### config.mk
export PLATFORM = sky130hd
export DESIGN_NAME = ccp_capture_unit
export DESIGN_NICKNAME = d
export VERILOG_FILES = /design/src/design/capture_pkg.sv /design/src/design/capture_if.sv /design/src/design/capture_event_detector.sv /design/src/design/ccp_capture_unit.sv
export SDC_FILE = /design/constraint.sdc
export NUM_CORES = 1
export LEC_CHECK = 0
export CELL_PAD_IN_SITES_DETAIL_PLACEMENT = 1
export CELL_PAD_IN_SITES_GLOBAL_PLACEMENT = 1
export CORE_ASPECT_RATIO = 0.75
export CORE_UTILIZATION = 43
export DETAILED_ROUTE_END_ITERATION = 8
export DONT_BUFFER_PORTS = 1
export PLACE_DENSITY = 0.78
export SYNTH_ARGS = -nofsm -noshare
export SYNTH_HDL_FRONTEND = slang
export SYNTH_HIERARCHICAL = 1
export SYNTH_SLANG_ARGS = --single-unit
### constraint.sdc
create_clock -name clk -period 4.3 [get_ports clk]
set_input_delay 0.43 -clock clk [delete_from_list [all_inputs] [get_ports clk]]
set_output_delay 0.43 -clock clk [all_outputs]
set_load 0.005 [all_outputs]
### src/design/capture_pkg.sv
// Constants and helpers shared by the capture unit and its event detector.
// Assumes a 32-bit AHB-Lite register bus with one aligned word per register.
package capture_pkg;

  // Register byte offsets (low address byte only is decoded)
  localparam logic [7:0] addr_control = 8'h00;
  localparam logic [7:0] addr_capture_low = 8'h04;
  localparam logic [7:0] addr_capture_high = 8'h08;
  localparam logic [7:0] addr_irq_flag = 8'h0c;
  localparam logic [7:0] addr_irq_enable = 8'h10;
  localparam logic [7:0] addr_shutdown = 8'h14;
  localparam logic [7:0] addr_timer_config = 8'h18;
  localparam logic [7:0] addr_timer_low = 8'h1c;
  localparam logic [7:0] addr_timer_high = 8'h20;
  localparam logic [7:0] addr_pin_control = 8'h24;
  localparam logic [7:0] addr_alt_select = 8'h28;

  // Reset values
  localparam logic [7:0] control_reset = 8'h00;
  localparam logic [7:0] shutdown_reset = 8'h00;

  // Field positions
  localparam int flag_bit = 0;
  localparam int enable_bit = 0;
  localparam int timer_run_bit = 0;
  localparam int timer_ext_bit = 1;
  localparam int pin_dir_bit = 0;
  localparam int pin_latch_bit = 1;
  localparam int alt_bit = 0;

  // Capture mode select codes
  localparam logic [3:0] mode_off = 4'h0;
  localparam logic [3:0] mode_fall = 4'h4;
  localparam logic [3:0] mode_rise = 4'h5;
  localparam logic [3:0] mode_rise4 = 4'h6;
  localparam logic [3:0] mode_rise16 = 4'h7;

  // Prescaler wrap points
  localparam logic [3:0] presc_max1 = 4'h0;
  localparam logic [3:0] presc_max4 = 4'h3;
  localparam logic [3:0] presc_max16 = 4'hf;

  // Instruction clock is the bus clock divided by four
  localparam logic [1:0] instr_div_max = 2'h3;

  // AHB encodings
  localparam logic [1:0] htrans_nonseq = 2'h2;
  localparam logic hresp_okay = 1'h0;

  // True for the four capture modes
  function automatic logic is_capture_mode(input logic [3:0] mode);
    is_capture_mode = (mode == mode_fall) || (mode == mode_rise) ||
                      (mode == mode_rise4) || (mode == mode_rise16);
  endfunction : is_capture_mode

endpackage : capture_pkg

### src/design/capture_if.sv
// Signals between the capture unit and its edge/prescaler detector.
// Assumes both ends run on the same clock.
`timescale 1ns/1ps
interface capture_if;
  logic [3:0] mode;
  logic level;
  logic event_pulse;
  logic [3:0] presc_count;
  modport detector(input mode, input level, output event_pulse, output presc_count);
  modport unit(output mode, output level, input event_pulse, input presc_count);
endinterface : capture_if

### src/design/capture_event_detector.sv
// Edge detector and event prescaler of the capture unit.
// Assumes level is already synchronised to clk.
`timescale 1ns/1ps
module capture_event_detector (
  input wire logic clk,                 // Bus clock
  input wire logic arst_n,              // Asynchronous reset, active low
  capture_if.detector cif               // Mode, level and event
);

  logic prev_level;
  logic rise;
  logic fall;
  logic capturing;
  logic [3:0] presc_max;

  // Previous pin level for edge detection
  always_ff @(posedge clk or negedge arst_n) begin
    if (!arst_n) begin
      prev_level <= 1'b0;
    end else begin
      prev_level <= cif.level;
    end
  end

  // Edges and wrap point of the selected prescale
  always_comb begin
    rise = cif.level & ~prev_level;
    fall = ~cif.level & prev_level;
    capturing = capture_pkg::is_capture_mode(cif.mode);
    case (cif.mode)
      capture_pkg::mode_rise4: presc_max = capture_pkg::presc_max4;
      capture_pkg::mode_rise16: presc_max = capture_pkg::presc_max16;
      default: presc_max = capture_pkg::presc_max1;
    endcase
  end

  // Prescaler counter, cleared when off or not capturing, kept across prescale changes
  always_ff @(posedge clk or negedge arst_n) begin
    if (!arst_n) begin
      cif.presc_count <= 4'h0;
    end else if (!capturing) begin
      cif.presc_count <= 4'h0;
    end else if (rise && cif.mode != capture_pkg::mode_fall) begin
      if (cif.presc_count >= presc_max) begin
        cif.presc_count <= 4'h0;
      end else begin
        cif.presc_count <= cif.presc_count + 4'h1;
      end
    end
  end

  // Qualifying event
  assign cif.event_pulse = capturing &&
    ((cif.mode == capture_pkg::mode_fall && fall) ||
     (cif.mode != capture_pkg::mode_fall && rise && cif.presc_count >= presc_max));

  property p_falling;
    @(posedge clk) disable iff (!arst_n)
      (cif.mode == capture_pkg::mode_fall && $past(cif.mode) == capture_pkg::mode_fall && $fell(cif.level))
      |-> cif.event_pulse;
  endproperty
  a_falling: assert property (p_falling) else $error("falling edge missed");

  property p_rising;
    @(posedge clk) disable iff (!arst_n)
      (cif.mode == capture_pkg::mode_rise && $rose(cif.level)) |-> cif.event_pulse;
  endproperty
  a_rising: assert property (p_rising) else $error("rising edge missed");

  // A count left above the wrap by a prescale switch may fire at once
  property p_every4;
    @(posedge clk) disable iff (!arst_n)
      (cif.mode == capture_pkg::mode_rise4 && cif.event_pulse && cif.presc_count <= capture_pkg::presc_max4)
      |-> cif.presc_count == capture_pkg::presc_max4;
  endproperty
  a_every4: assert property (p_every4) else $error("divide by four event at wrong count");

  property p_presc_clear;
    @(posedge clk) disable iff (!arst_n)
      !capture_pkg::is_capture_mode(cif.mode) |=> cif.presc_count == 4'h0;
  endproperty
  a_presc_clear: assert property (p_presc_clear) else $error("prescaler not cleared");

  property p_presc_kept;
    @(posedge clk) disable iff (!arst_n)
      (capture_pkg::is_capture_mode(cif.mode) && !rise) |=> $stable(cif.presc_count);
  endproperty
  a_presc_kept: assert property (p_presc_kept) else $error("prescaler changed without edge");

endmodule : capture_event_detector

### src/design/ccp_capture_unit.sv
// Input-capture unit with its companion 16-bit timer and AHB-Lite registers.
// Assumes one AHB-Lite master, single word transfers, pins asynchronous to clk.
//
// Summary of operation
// - A qualifying pin event copies the 16-bit timer count into the capture value.
// - Mode select picks falling, rising, every 4th or every 16th rising edge.
// - Each capture sets the flag; only software clears it.
// - A later capture overwrites the stored value, unread or not.
// - Events come from the pin level even when the pin drives out.
// - Mode changes may raise a false flag; software clears it afterwards.
// - Prescaler clears when off, not capturing, or on reset.
// - Prescaler is kept between prescale settings; software clears control first.
// - In sleep an internally clocked timer holds; external clocking keeps capturing.
//
// Local design decisions: the AHB-Lite register port and the placing of the registers.
`timescale 1ns/1ps
module ccp_capture_unit (
  input wire logic clk,                   // 100 MHz bus clock
  input wire logic arst_n,                // Asynchronous reset, active low
  input wire logic hsel,                  // Slave select
  input wire logic [31:0] haddr,          // Byte address
  input wire logic [1:0] htrans,          // Transfer type
  input wire logic hwrite,                // Write when high
  input wire logic [2:0] hsize,           // Transfer size, word only
  input wire logic [31:0] hwdata,         // Write data
  input wire logic hready,                // Bus ready
  output logic hreadyout,                 // Slave ready, always high
  output logic hresp,                     // Response, always OKAY
  output logic [31:0] hrdata,             // Read data
  input wire logic capture_pin_in,        // Capture pin level, main location
  input wire logic capture_pin_alt_in,    // Capture pin level, alternate location
  input wire logic timer_ext_clk_in,      // External timer clock pin
  input wire logic sleep,                 // Device in sleep, same clock domain
  output logic capture_pin_out,           // Pin output value
  output logic capture_pin_oe             // Pin output enable, high drives
);

  capture_if cif ();

  logic [7:0] control;
  logic [7:0] shutdown;
  logic capture_irq_flag;
  logic capture_irq_enable;
  logic timer_run;
  logic timer_ext;
  logic [15:0] timer_count;
  logic [15:0] capture_value;
  logic pin_dir_input;
  logic pin_latch;
  logic alt_select;
  logic [2:0] sync_a;
  logic [2:0] sync_b;
  logic ext_prev;
  logic ext_rise;
  logic [1:0] div_count;
  logic instr_tick;
  logic timer_tick;
  logic wr_pend;
  logic [7:0] wr_addr;
  logic wr_en;
  logic accept;
  logic flag_clear;
  logic [31:0] read_value;
  logic unused_bits;

  // Bus answers at once and never errors
  assign hreadyout = 1'b1;
  assign hresp = capture_pkg::hresp_okay;
  assign unused_bits = ^{hsize, haddr[31:8], haddr[1:0]};

  // Address phase accepted when a real transfer is selected
  assign accept = hsel && hready && (htrans == capture_pkg::htrans_nonseq);
  assign wr_en = wr_pend;

  // Address phase capture for the following write data phase
  always_ff @(posedge clk or negedge arst_n) begin
    if (!arst_n) begin
      wr_pend <= 1'b0;
      wr_addr <= 8'h00;
    end else if (hready) begin
      wr_pend <= accept && hwrite;
      wr_addr <= haddr[7:0];
    end
  end

  // Read multiplexer, unmapped addresses read zero
  always_comb begin
    read_value = 32'h0000_0000;
    case (haddr[7:0])
      capture_pkg::addr_control: read_value[7:0] = control;
      capture_pkg::addr_capture_low: read_value[7:0] = capture_value[7:0];
      capture_pkg::addr_capture_high: read_value[7:0] = capture_value[15:8];
      capture_pkg::addr_irq_flag: read_value[capture_pkg::flag_bit] = capture_irq_flag;
      capture_pkg::addr_irq_enable: read_value[capture_pkg::enable_bit] = capture_irq_enable;
      capture_pkg::addr_shutdown: read_value[7:0] = shutdown;
      capture_pkg::addr_timer_config: begin
        read_value[capture_pkg::timer_run_bit] = timer_run;
        read_value[capture_pkg::timer_ext_bit] = timer_ext;
      end
      capture_pkg::addr_timer_low: read_value[7:0] = timer_count[7:0];
      capture_pkg::addr_timer_high: read_value[7:0] = timer_count[15:8];
      capture_pkg::addr_pin_control: begin
        read_value[capture_pkg::pin_dir_bit] = pin_dir_input;
        read_value[capture_pkg::pin_latch_bit] = pin_latch;
      end
      capture_pkg::addr_alt_select: read_value[capture_pkg::alt_bit] = alt_select;
      default: read_value = 32'h0000_0000;
    endcase
  end

  // Read data registered at the address phase edge
  always_ff @(posedge clk or negedge arst_n) begin
    if (!arst_n) begin
      hrdata <= 32'h0000_0000;
    end else if (accept && !hwrite) begin
      hrdata <= read_value;
    end
  end

  // Control register; a plain write changes mode without touching the prescaler
  always_ff @(posedge clk or negedge arst_n) begin
    if (!arst_n) begin
      control <= capture_pkg::control_reset;
    end else if (wr_en && wr_addr == capture_pkg::addr_control) begin
      control <= hwdata[7:0];
    end
  end

  // Shutdown control is stored and read back only
  always_ff @(posedge clk or negedge arst_n) begin
    if (!arst_n) begin
      shutdown <= capture_pkg::shutdown_reset;
    end else if (wr_en && wr_addr == capture_pkg::addr_shutdown) begin
      shutdown <= hwdata[7:0];
    end
  end

  // Interrupt enable, pin control and alternate pin selection
  always_ff @(posedge clk or negedge arst_n) begin
    if (!arst_n) begin
      capture_irq_enable <= 1'b0;
      pin_dir_input <= 1'b1;
      pin_latch <= 1'b0;
      alt_select <= 1'b0;
    end else if (wr_en) begin
      if (wr_addr == capture_pkg::addr_irq_enable) begin
        capture_irq_enable <= hwdata[capture_pkg::enable_bit];
      end
      if (wr_addr == capture_pkg::addr_pin_control) begin
        pin_dir_input <= hwdata[capture_pkg::pin_dir_bit];
        pin_latch <= hwdata[capture_pkg::pin_latch_bit];
      end
      if (wr_addr == capture_pkg::addr_alt_select) begin
        alt_select <= hwdata[capture_pkg::alt_bit];
      end
    end
  end

  // Pin driver: drives the latch when set as output
  assign capture_pin_out = pin_latch;
  assign capture_pin_oe = ~pin_dir_input;

  // Two-flop synchronisers for the pins
  always_ff @(posedge clk or negedge arst_n) begin
    if (!arst_n) begin
      sync_a <= 3'h0;
      sync_b <= 3'h0;
    end else begin
      sync_a <= {timer_ext_clk_in, capture_pin_alt_in, capture_pin_in};
      sync_b <= sync_a;
    end
  end

  // Detector sees the pin level whatever the direction
  assign cif.mode = control[3:0];
  assign cif.level = alt_select ? sync_b[1] : sync_b[0];

  capture_event_detector u_detector (
    .clk(clk),
    .arst_n(arst_n),
    .cif(cif)
  );

  // External clock edge, synchronised so the counter is never asynchronous
  always_ff @(posedge clk or negedge arst_n) begin
    if (!arst_n) begin
      ext_prev <= 1'b0;
    end else begin
      ext_prev <= sync_b[2];
    end
  end
  assign ext_rise = sync_b[2] & ~ext_prev;

  // Instruction clock divider
  always_ff @(posedge clk or negedge arst_n) begin
    if (!arst_n) begin
      div_count <= 2'h0;
    end else begin
      div_count <= div_count + 2'h1;
    end
  end
  assign instr_tick = (div_count == capture_pkg::instr_div_max);

  // Timer advance; internal clock halts in sleep, external keeps going
  assign timer_tick = timer_run && (timer_ext ? ext_rise : (instr_tick && !sleep));

  // Timer configuration
  always_ff @(posedge clk or negedge arst_n) begin
    if (!arst_n) begin
      timer_run <= 1'b0;
      timer_ext <= 1'b0;
    end else if (wr_en && wr_addr == capture_pkg::addr_timer_config) begin
      timer_run <= hwdata[capture_pkg::timer_run_bit];
      timer_ext <= hwdata[capture_pkg::timer_ext_bit];
    end
  end

  // Companion 16-bit timer; software write wins over a tick
  always_ff @(posedge clk or negedge arst_n) begin
    if (!arst_n) begin
      timer_count <= 16'h0000;
    end else if (wr_en && wr_addr == capture_pkg::addr_timer_low) begin
      timer_count[7:0] <= hwdata[7:0];
    end else if (wr_en && wr_addr == capture_pkg::addr_timer_high) begin
      timer_count[15:8] <= hwdata[7:0];
    end else if (timer_tick) begin
      timer_count <= timer_count + 16'h0001;
    end
  end

  // Capture register, overwritten by every new event
  always_ff @(posedge clk or negedge arst_n) begin
    if (!arst_n) begin
      capture_value <= 16'h0000;
    end else if (cif.event_pulse) begin
      capture_value <= timer_count;
    end
  end

  // Capture flag: set wins over a write-one-to-clear
  assign flag_clear = wr_en && wr_addr == capture_pkg::addr_irq_flag && hwdata[capture_pkg::flag_bit];
  always_ff @(posedge clk or negedge arst_n) begin
    if (!arst_n) begin
      capture_irq_flag <= 1'b0;
    end else if (cif.event_pulse) begin
      capture_irq_flag <= 1'b1;
    end else if (flag_clear) begin
      capture_irq_flag <= 1'b0;
    end
  end

  property p_capture_copy;
    @(posedge clk) disable iff (!arst_n)
      cif.event_pulse |=> capture_value == $past(timer_count);
  endproperty
  a_capture_copy: assert property (p_capture_copy) else $error("capture value not the timer count");

  property p_overwrite;
    @(posedge clk) disable iff (!arst_n)
      (cif.event_pulse && capture_irq_flag) |=> capture_value == $past(timer_count) && capture_irq_flag;
  endproperty
  a_overwrite: assert property (p_overwrite) else $error("second capture not stored");

  property p_flag_set;
    @(posedge clk) disable iff (!arst_n)
      cif.event_pulse |=> capture_irq_flag;
  endproperty
  a_flag_set: assert property (p_flag_set) else $error("flag not set by capture");

  property p_flag_hold;
    @(posedge clk) disable iff (!arst_n)
      (capture_irq_flag && !flag_clear) |=> capture_irq_flag;
  endproperty
  a_flag_hold: assert property (p_flag_hold) else $error("flag dropped without software clear");

  property p_no_event_off;
    @(posedge clk) disable iff (!arst_n)
      !capture_pkg::is_capture_mode(control[3:0]) |-> !cif.event_pulse;
  endproperty
  a_no_event_off: assert property (p_no_event_off) else $error("event outside capture mode");

  property p_sleep_hold;
    @(posedge clk) disable iff (!arst_n)
      (sleep && !timer_ext && !wr_en) |=> $stable(timer_count);
  endproperty
  a_sleep_hold: assert property (p_sleep_hold) else $error("internal timer moved in sleep");

  property p_bus_okay;
    @(posedge clk) disable iff (!arst_n)
      accept |=> hreadyout && hresp == capture_pkg::hresp_okay;
  endproperty
  a_bus_okay: assert property (p_bus_okay) else $error("bus answer not ready okay");

endmodule : ccp_capture_unit

### Yosys cells after proc, flatten, opt, wreduce, memory -nomap -nowiden

Cells that the tools add are included.

| storage, ports and cells | value |
|---|---|
| RAM bits | 0 |
| word-level logic and storage cells | 108 |
| memory bits (read-only) | 0 |
| register bits after elaboration | 86 |
| input bits | 78 |
| latch bits | 0 |
| memories kept | 0 |
| output and inout port bits | 36 |

| cells by class | value |
|---|---|
| $add $sub $neg | 3 |
| equal/unequal tests | 27 |
| shift operators | 0 |
| bitwise logic cells | 8 |
| divide/modulo/power cells | 0 |
| muxes and demuxes | 15 |
| $lt $le $gt $ge | 1 |
| $mul | 0 |
| reduce and logical (&&, ||, !) cells | 33 |

Operators with widths:

| operator | number |
|---|---|
| $eq A8 B5 Y1 const B | 8 |
| $eq A8 B6 Y1 const B | 6 |
| $pmux W6 S6 | 1 |
| $eq A8 B4 Y1 const B | 3 |
| $mux W8 | 3 |
| $logic_and A1 B1 Y1 | 17 |
| $add A16 B1 Y16 const B | 1 |
| $eq A4 B3 Y1 const B | 4 |
| $logic_not A8 Y1 | 2 |
| $mux W16 | 1 |
| $mux W4 | 3 |
| $pmux W1 S11 | 1 |
| $reduce_and A2 Y1 | 5 |
| $eq A8 B3 Y1 const B | 1 |
| $pmux W1 S8 | 1 |
| $pmux W4 S2 | 1 |
| $reduce_bool A2 Y1 | 3 |
| $not A1 Y1 | 5 |
| $add A4 B1 Y4 const B | 1 |
| $eq A2 B2 Y1 const B | 2 |
| $ge A4 B4 Y1 | 1 |
| $logic_or A1 B1 Y1 | 4 |
| $mux W1 | 4 |
| $ne A2 B2 Y1 const B | 2 |
| other kinds (4) | 7 |

### Depth between registers and ports, before layout

| logic depth | value |
|---|---|
| depth in word-level cells | 7 |
| mapped depth | 11 |
| mapped depth without buffers | 9 |

### Modules after synthesis

Netlist, hierarchy kept.

Modules (own cells, without submodules):

| module | cells an instance | times used | sequential area each (µm²) | area an instance (µm²) |
|---|---|---|---|---|
| ccp_capture_unit | 398 | 1 | 2028.2 | 4304.1 |
| capture_event_detector | 44 | 1 | 125.1 | 414.1 |

### Least setup slack after synthesis

Ideal clock, no wire load.

| timing | value |
|---|---|
| kind | flip-flop to flip-flop |
| start | register control[2] |
| end | register capture_value[10] |
| arrival | 2.615 ns |
| slack | 1.561 ns |
| buffers on the path | 2 |
| data required time | 4.175 ns |
| stages on the path, launching flop included | 11 |
| cells stage by stage | dfrtp_1 > nor2b_1 > and2_1 > ha_1 > nand2b_4 > a2111oi_4 > or3_1 > a21oi_1 > clkbuf_1 > clkbuf_1 > mux2_2 |

| on the way | value |
|---|---|
| word-level cells in the longest chain between the ends | 6 |
| elaborated cells between the ends (all ways) | 15 |
| classes of those cells | order compare: 1; eq/ne: 5; mux: 1; reduce/logical: 8 |

Ends and longest elaborated chain:

| what | RTL line | source |
|---|---|---|
| from (decl) | ccp_capture_unit.sv:40 | `logic [7:0] control;` |
| from (signal assigned) | ccp_capture_unit.sv:123 | `control <= capture_pkg::control_reset;` |
| from (signal assigned) | ccp_capture_unit.sv:125 | `control <= hwdata[7:0];` |
| $eq A4 B3 Y1 | capture_pkg.sv:53, capture_event_detector.sv:30 |  |
| $pmux W4 S2 | capture_event_detector.sv:30 | `case (cif.mode)` |
| $ge A4 B4 Y1 | capture_event_detector.sv:55 | `(cif.mode != capture_pkg::mode_fall && rise && cif.presc_count >= presc_max));` |
| $logic_and A1 B1 Y1 | capture_event_detector.sv:55 |  |
| $logic_or A1 B1 Y1 | capture_event_detector.sv:54 | `((cif.mode == capture_pkg::mode_fall && fall) \|\|` |
| $logic_and A1 B1 Y1 (*) | capture_event_detector.sv:53 | `assign cif.event_pulse = capturing &&` |
| via cif.event_pulse | capture_if.sv:7 | `logic event_pulse;` |
| to (signal assigned) | ccp_capture_unit.sv:236 | `capture_value <= timer_count;` |
| to (decl) | ccp_capture_unit.sv:47 | `logic [15:0] capture_value;` |

The timed path passes the listed nets; every way through them passes the cells marked *.
A chain may end at the register's enable or synchronous reset.

### Worst setup path in the final report

| timing | value |
|---|---|
| start | register control[3] |
| end | register capture_value[14] |

The elaborated chain is that of the path after synthesis.

==> Flow_metrics.wiki <==
{| class="wikitable"
! Metric !! Value
|-
| Main combinational cell family by area after synthesis || simple AND/OR/NAND/NOR gates
|-
| Clock buffer depth || 2
|-
| Routing layer with the top usage in global route || met2
|-
| Sequential fraction of the synthesis area || 0.456
|-
| Simple-gate share of the synthesized area || 0.181
|-
| Total via count in the routed design || 3481
|-
| Die Wd || 123 um
|-
| Number of cell instances on the worst register-to-register path || 10
|-
| Fraction of synthesized area in multiplexers || 0.155
|-
| Number of input and output port buffers inserted || 0
|-
| FF-to-FF End || capture_value[14]$_DFFE_PN0P_
|-
| Placement Rows || 32
|-
| Worst-margin pin slew || 0.910 ns
|-
| Cell breakdown of the critical path || nor2b_1, and2_1, nand2_1, ha_1, o21a_1, nor2_1, or3_1, a21oi_1, buf_4, mux2_2
|-
| Number of storage elements in the synthesis netlist || 86
|-
| Number of antenna violations at the first check in global routing || 0
|-
| TritonCTS clock tree || done
|-
| Classification of the worst-slack hold path || primary input to asynchronous set/reset pin
|-
| CTS Hold Buffers Added || 1
|-
| Synth Area in Adders || 0.0186
|-
| Area share of xor/xnor cells in the synthesized design || 0.0130
|-
| Synthesized area || 4720 um^2
|-
| Count of unique library cells instantiated by Yosys || 57
|-
| Count of placed standard cells in the final layout, fillers left out || 573
|-
| All-layer global routing usage || 0.238
|-
| Count of final setup violators || 0
|-
| Mapped Cells || about 440
|-
| Final-layout fill cell count || 1126
|-
| Proportion of layout cells with a drive suffix above 1 || 0.206
|-
| Final slew viol count || 0
|-
| Kind of capture point of the worst setup path || flip-flop
|-
| Worst hold slack across all endpoints || -0.0148 ns
|-
| Data arrival, critical path || around 3 ns
|-
| Maximum net fanout on the critical path || 17
|-
| DIE AREA || around 11000 um^2
|-
| VDD IR max || 0.000160 V
|-
| Setup Fix Bufs, Post-CTS || 0
|-
| Placed standard-cell area || around 4700 um^2
|-
| Post-route fraction of the period consumed by the critical path || 0.626
|-
| Violation count after the first detailed-route iteration || 243
|-
| Estimated wirelength of the detail-placed design || 8.77 mm
|-
| Slowest CP cell || dfrtp_1
|-
| Post-layout net count || 517
|-
| Setup repair after global routing missed its margin || false
|-
| Async SR Flop Fraction || 1.00
|-
| Global placement routability congestion || 0.931
|-
| Synth warnings || 6
|-
| Final wirelength || 12.5 mm
|-
| Post-placement setup slack || roughly 1.6 ns
|-
| Mean post-synth cell area || 10.7 um^2
|-
| Areal power density over the cells || 373 nW/um^2
|-
| Most frequent cells in the layout || dfrtp_1 (85), mux2_2 (56), nand2_1 (26), conb_1 (26), nor2_1 (25)
|-
| CTS clk-pin slew, worst paths || 0.07 ns
|-
| Global-route wire length before repair || 20.0 mm
|-
| Count of inserted antenna diode cells || 0
|-
| Die Ht || 92.7 um
|-
| Type of the worst setup path || flip-flop to flip-flop
|-
| Most common cell after layout, fill and taps aside || dfrtp_1
|-
| Clk_lat worst skew || 0.35 ns
|-
| Ports placed on the boundary || approximately 110
|-
| DRT Pass-1 Iters || 4
|-
| Required time of the critical path || roughly 4.5 ns
|-
| Initial cell density of the core || 0.450
|-
| Global routing met3 resource utilization || 0.0665
|-
| Maximum level of the CTS H-tree || 3
|-
| Highest achievable clock rate || 371 MHz
|-
| # DRC || 0
|-
| Startpoint types || flip-flop
|-
| Worst path setup slack after routing || ~1.6 ns
|-
| Count of clock tree sinks || 86
|-
| Core Region || about 10000 um^2
|-
| Pin count of the biggest net entering global routing || 87
|-
| Delay contributed by the slowest stage of the critical path || 0.45 ns
|-
| Number of placed cells counting well taps || 556
|-
| Max-cap check violation count || 0
|-
| Post-synth EDFFs || 0
|-
| Failing checks || negative hold slack
|-
| Main flop type after synthesis || dfrtp_1
|-
| Hold Fails Final Rpt || 18
|-
| Number of buffers created by CTS || 9
|-
| Average wire length per cell after detail routing || 21.8 um
|-
| Overall overflow remaining after global route || 0
|-
| Synth-to-Final Area Change || 6.34%
|-
| Fraction of the mapped netlist area in compound gates || 0.107
|-
| Detailed-route vias per instance || 6.08
|-
| Final Instance Area || about 5000 um^2
|-
| Count of cells resized by post-cts repair || 0
|-
| Setup clock skew after layout || a little under 0.007 ns
|-
| Relative slew slack || 0.391
|-
| Total power draw || around 1.9 mW
|-
| Antenna Violating Nets Remaining || 0
|-
| Post-layout min period || ~2.7 ns
|-
| Fraction of met1 tracks used by global routing || 0.340
|-
| Setup TNS after final layout || 0 ns
|-
| Clock root buffer || clkbuf_16
|-
| Cell leakage power || 2.12 nW
|-
| Outcome || finished, violations left
|-
| Via count of the first global-routing pass || 3582
|-
| Met2 layer usage reported by global route || 0.345
|-
| Reg2reg start || control[3]$_DFFE_PN0P_
|-
| Reg-to-reg setup timing slack || 1.61 ns
|}
==> critical path, delay by kind of cell, from the launching register on <==
kind / cells / cell delay [ns]
and+or+nand+nor: 5 / 0.88
DFF: 1 / 0.45
muxes: 1 / 0.38
buffers and inverters: 1 / 0.30
adders and majority gates: 1 / 0.29
AOI/OAI and AO/OA: 2 / 0.26
==> registers in the layout (all words and copies together) (netlist names), 2 cells and up <==
register,cells
capture_value,16
control,8
div_count,2
hrdata,8
shutdown,8
sync_a,3
sync_b,3
timer_count,16
u_detector/cif.presc_count,4
wr_addr,8
==> per-layer routing <==
metal  share of wire  vias up
li1                -     1552
met1            0.48     1798
met2            0.45      117
met3           0.063       14
met4           0.011        0
met5               0        -
==> through the flow <==
stage / utilization / hold slack (ns)
CTS: 0.478 / 0.00247
global placement: 0.447 / 0.138
floorplan: - / 0.134
detailed placement: 0.447 / 0.138
global route: 0.478 / 0.0201
finish: 0.478 / -0.0148
==> report_power, final <==
part | internal [mW] | total (mW) | switching (mW)
registers | 0.873 | 0.936 | 0.0628
logic | 0.0729 | 0.149 | 0.0761
clock network | 0.452 | 0.786 | 0.334
==> worst max-delay path by stage <==
stage                                 from                            end  slack, ns
finish              control[3]$_DFFE_PN0P_  capture_value[14]$_DFFE_PN0P_       1.61
global route        control[3]$_DFFE_PN0P_  capture_value[10]$_DFFE_PN0P_       1.43
CTS                 control[3]$_DFFE_PN0P_  capture_value[14]$_DFFE_PN0P_       1.59
detailed placement  control[3]$_DFFE_PN0P_  capture_value[15]$_DFFE_PN0P_       1.60
global placement    control[2]$_DFFE_PN0P_  capture_value[13]$_DFFE_PN0P_       1.72
floorplan           control[2]$_DFFE_PN0P_  capture_value[10]$_DFFE_PN0P_       1.56
==> cells in the mapped netlist, types with 7 or more instances <==
| cell | count | area [um^2] |
|---|---|---|
| dfrtp_1 | 85 | 2130 |
| mux2_2 | 56 | 631 |
| buf_4 | 27 | 203 |
| nand2_1 | 26 | 97.6 |
| nor2_1 | 25 | 93.8 |
| a21oi_1 | 21 | 105 |
| nand3_1 | 20 | 100 |
| o21ai_0 | 15 | 75.1 |
| a31oi_1 | 13 | 81.3 |
| nand4_1 | 13 | 81.3 |
| buf_2 | 11 | 55.1 |
| mux2i_1 | 10 | 100 |
| clkbuf_1 | 7 | 26.3 |
| ha_1 | 7 | 87.6 |
| nor3_1 | 7 | 35.0 |
==> final cells by class <==
class | count | area [um^2] | share of cell area
multi-input cells | 328 | 2340 | 0.467
clock buffers | 9 | 225 | 0.0449
flip-flops and latches | 86 | 2150 | 0.429
inverters | 5 | 18.8 | 0.00374
clock inverters | 7 | 72.6 | 0.0145
well taps | 136 | 170 | 0.0339
repair buffers | 2 | 35.0 | 0.00698
==> logic make-up after synthesis <==
group	count (synthesis)
AOI/OAI and AO/OA	79
xor gates and xnor gates	7
adders and majority gates	7
buffers and inverters	52
DFF	86
muxes	66
other	2
and+or+nand+nor	143
No activity file was read; power rests on OpenSTA's default activity.
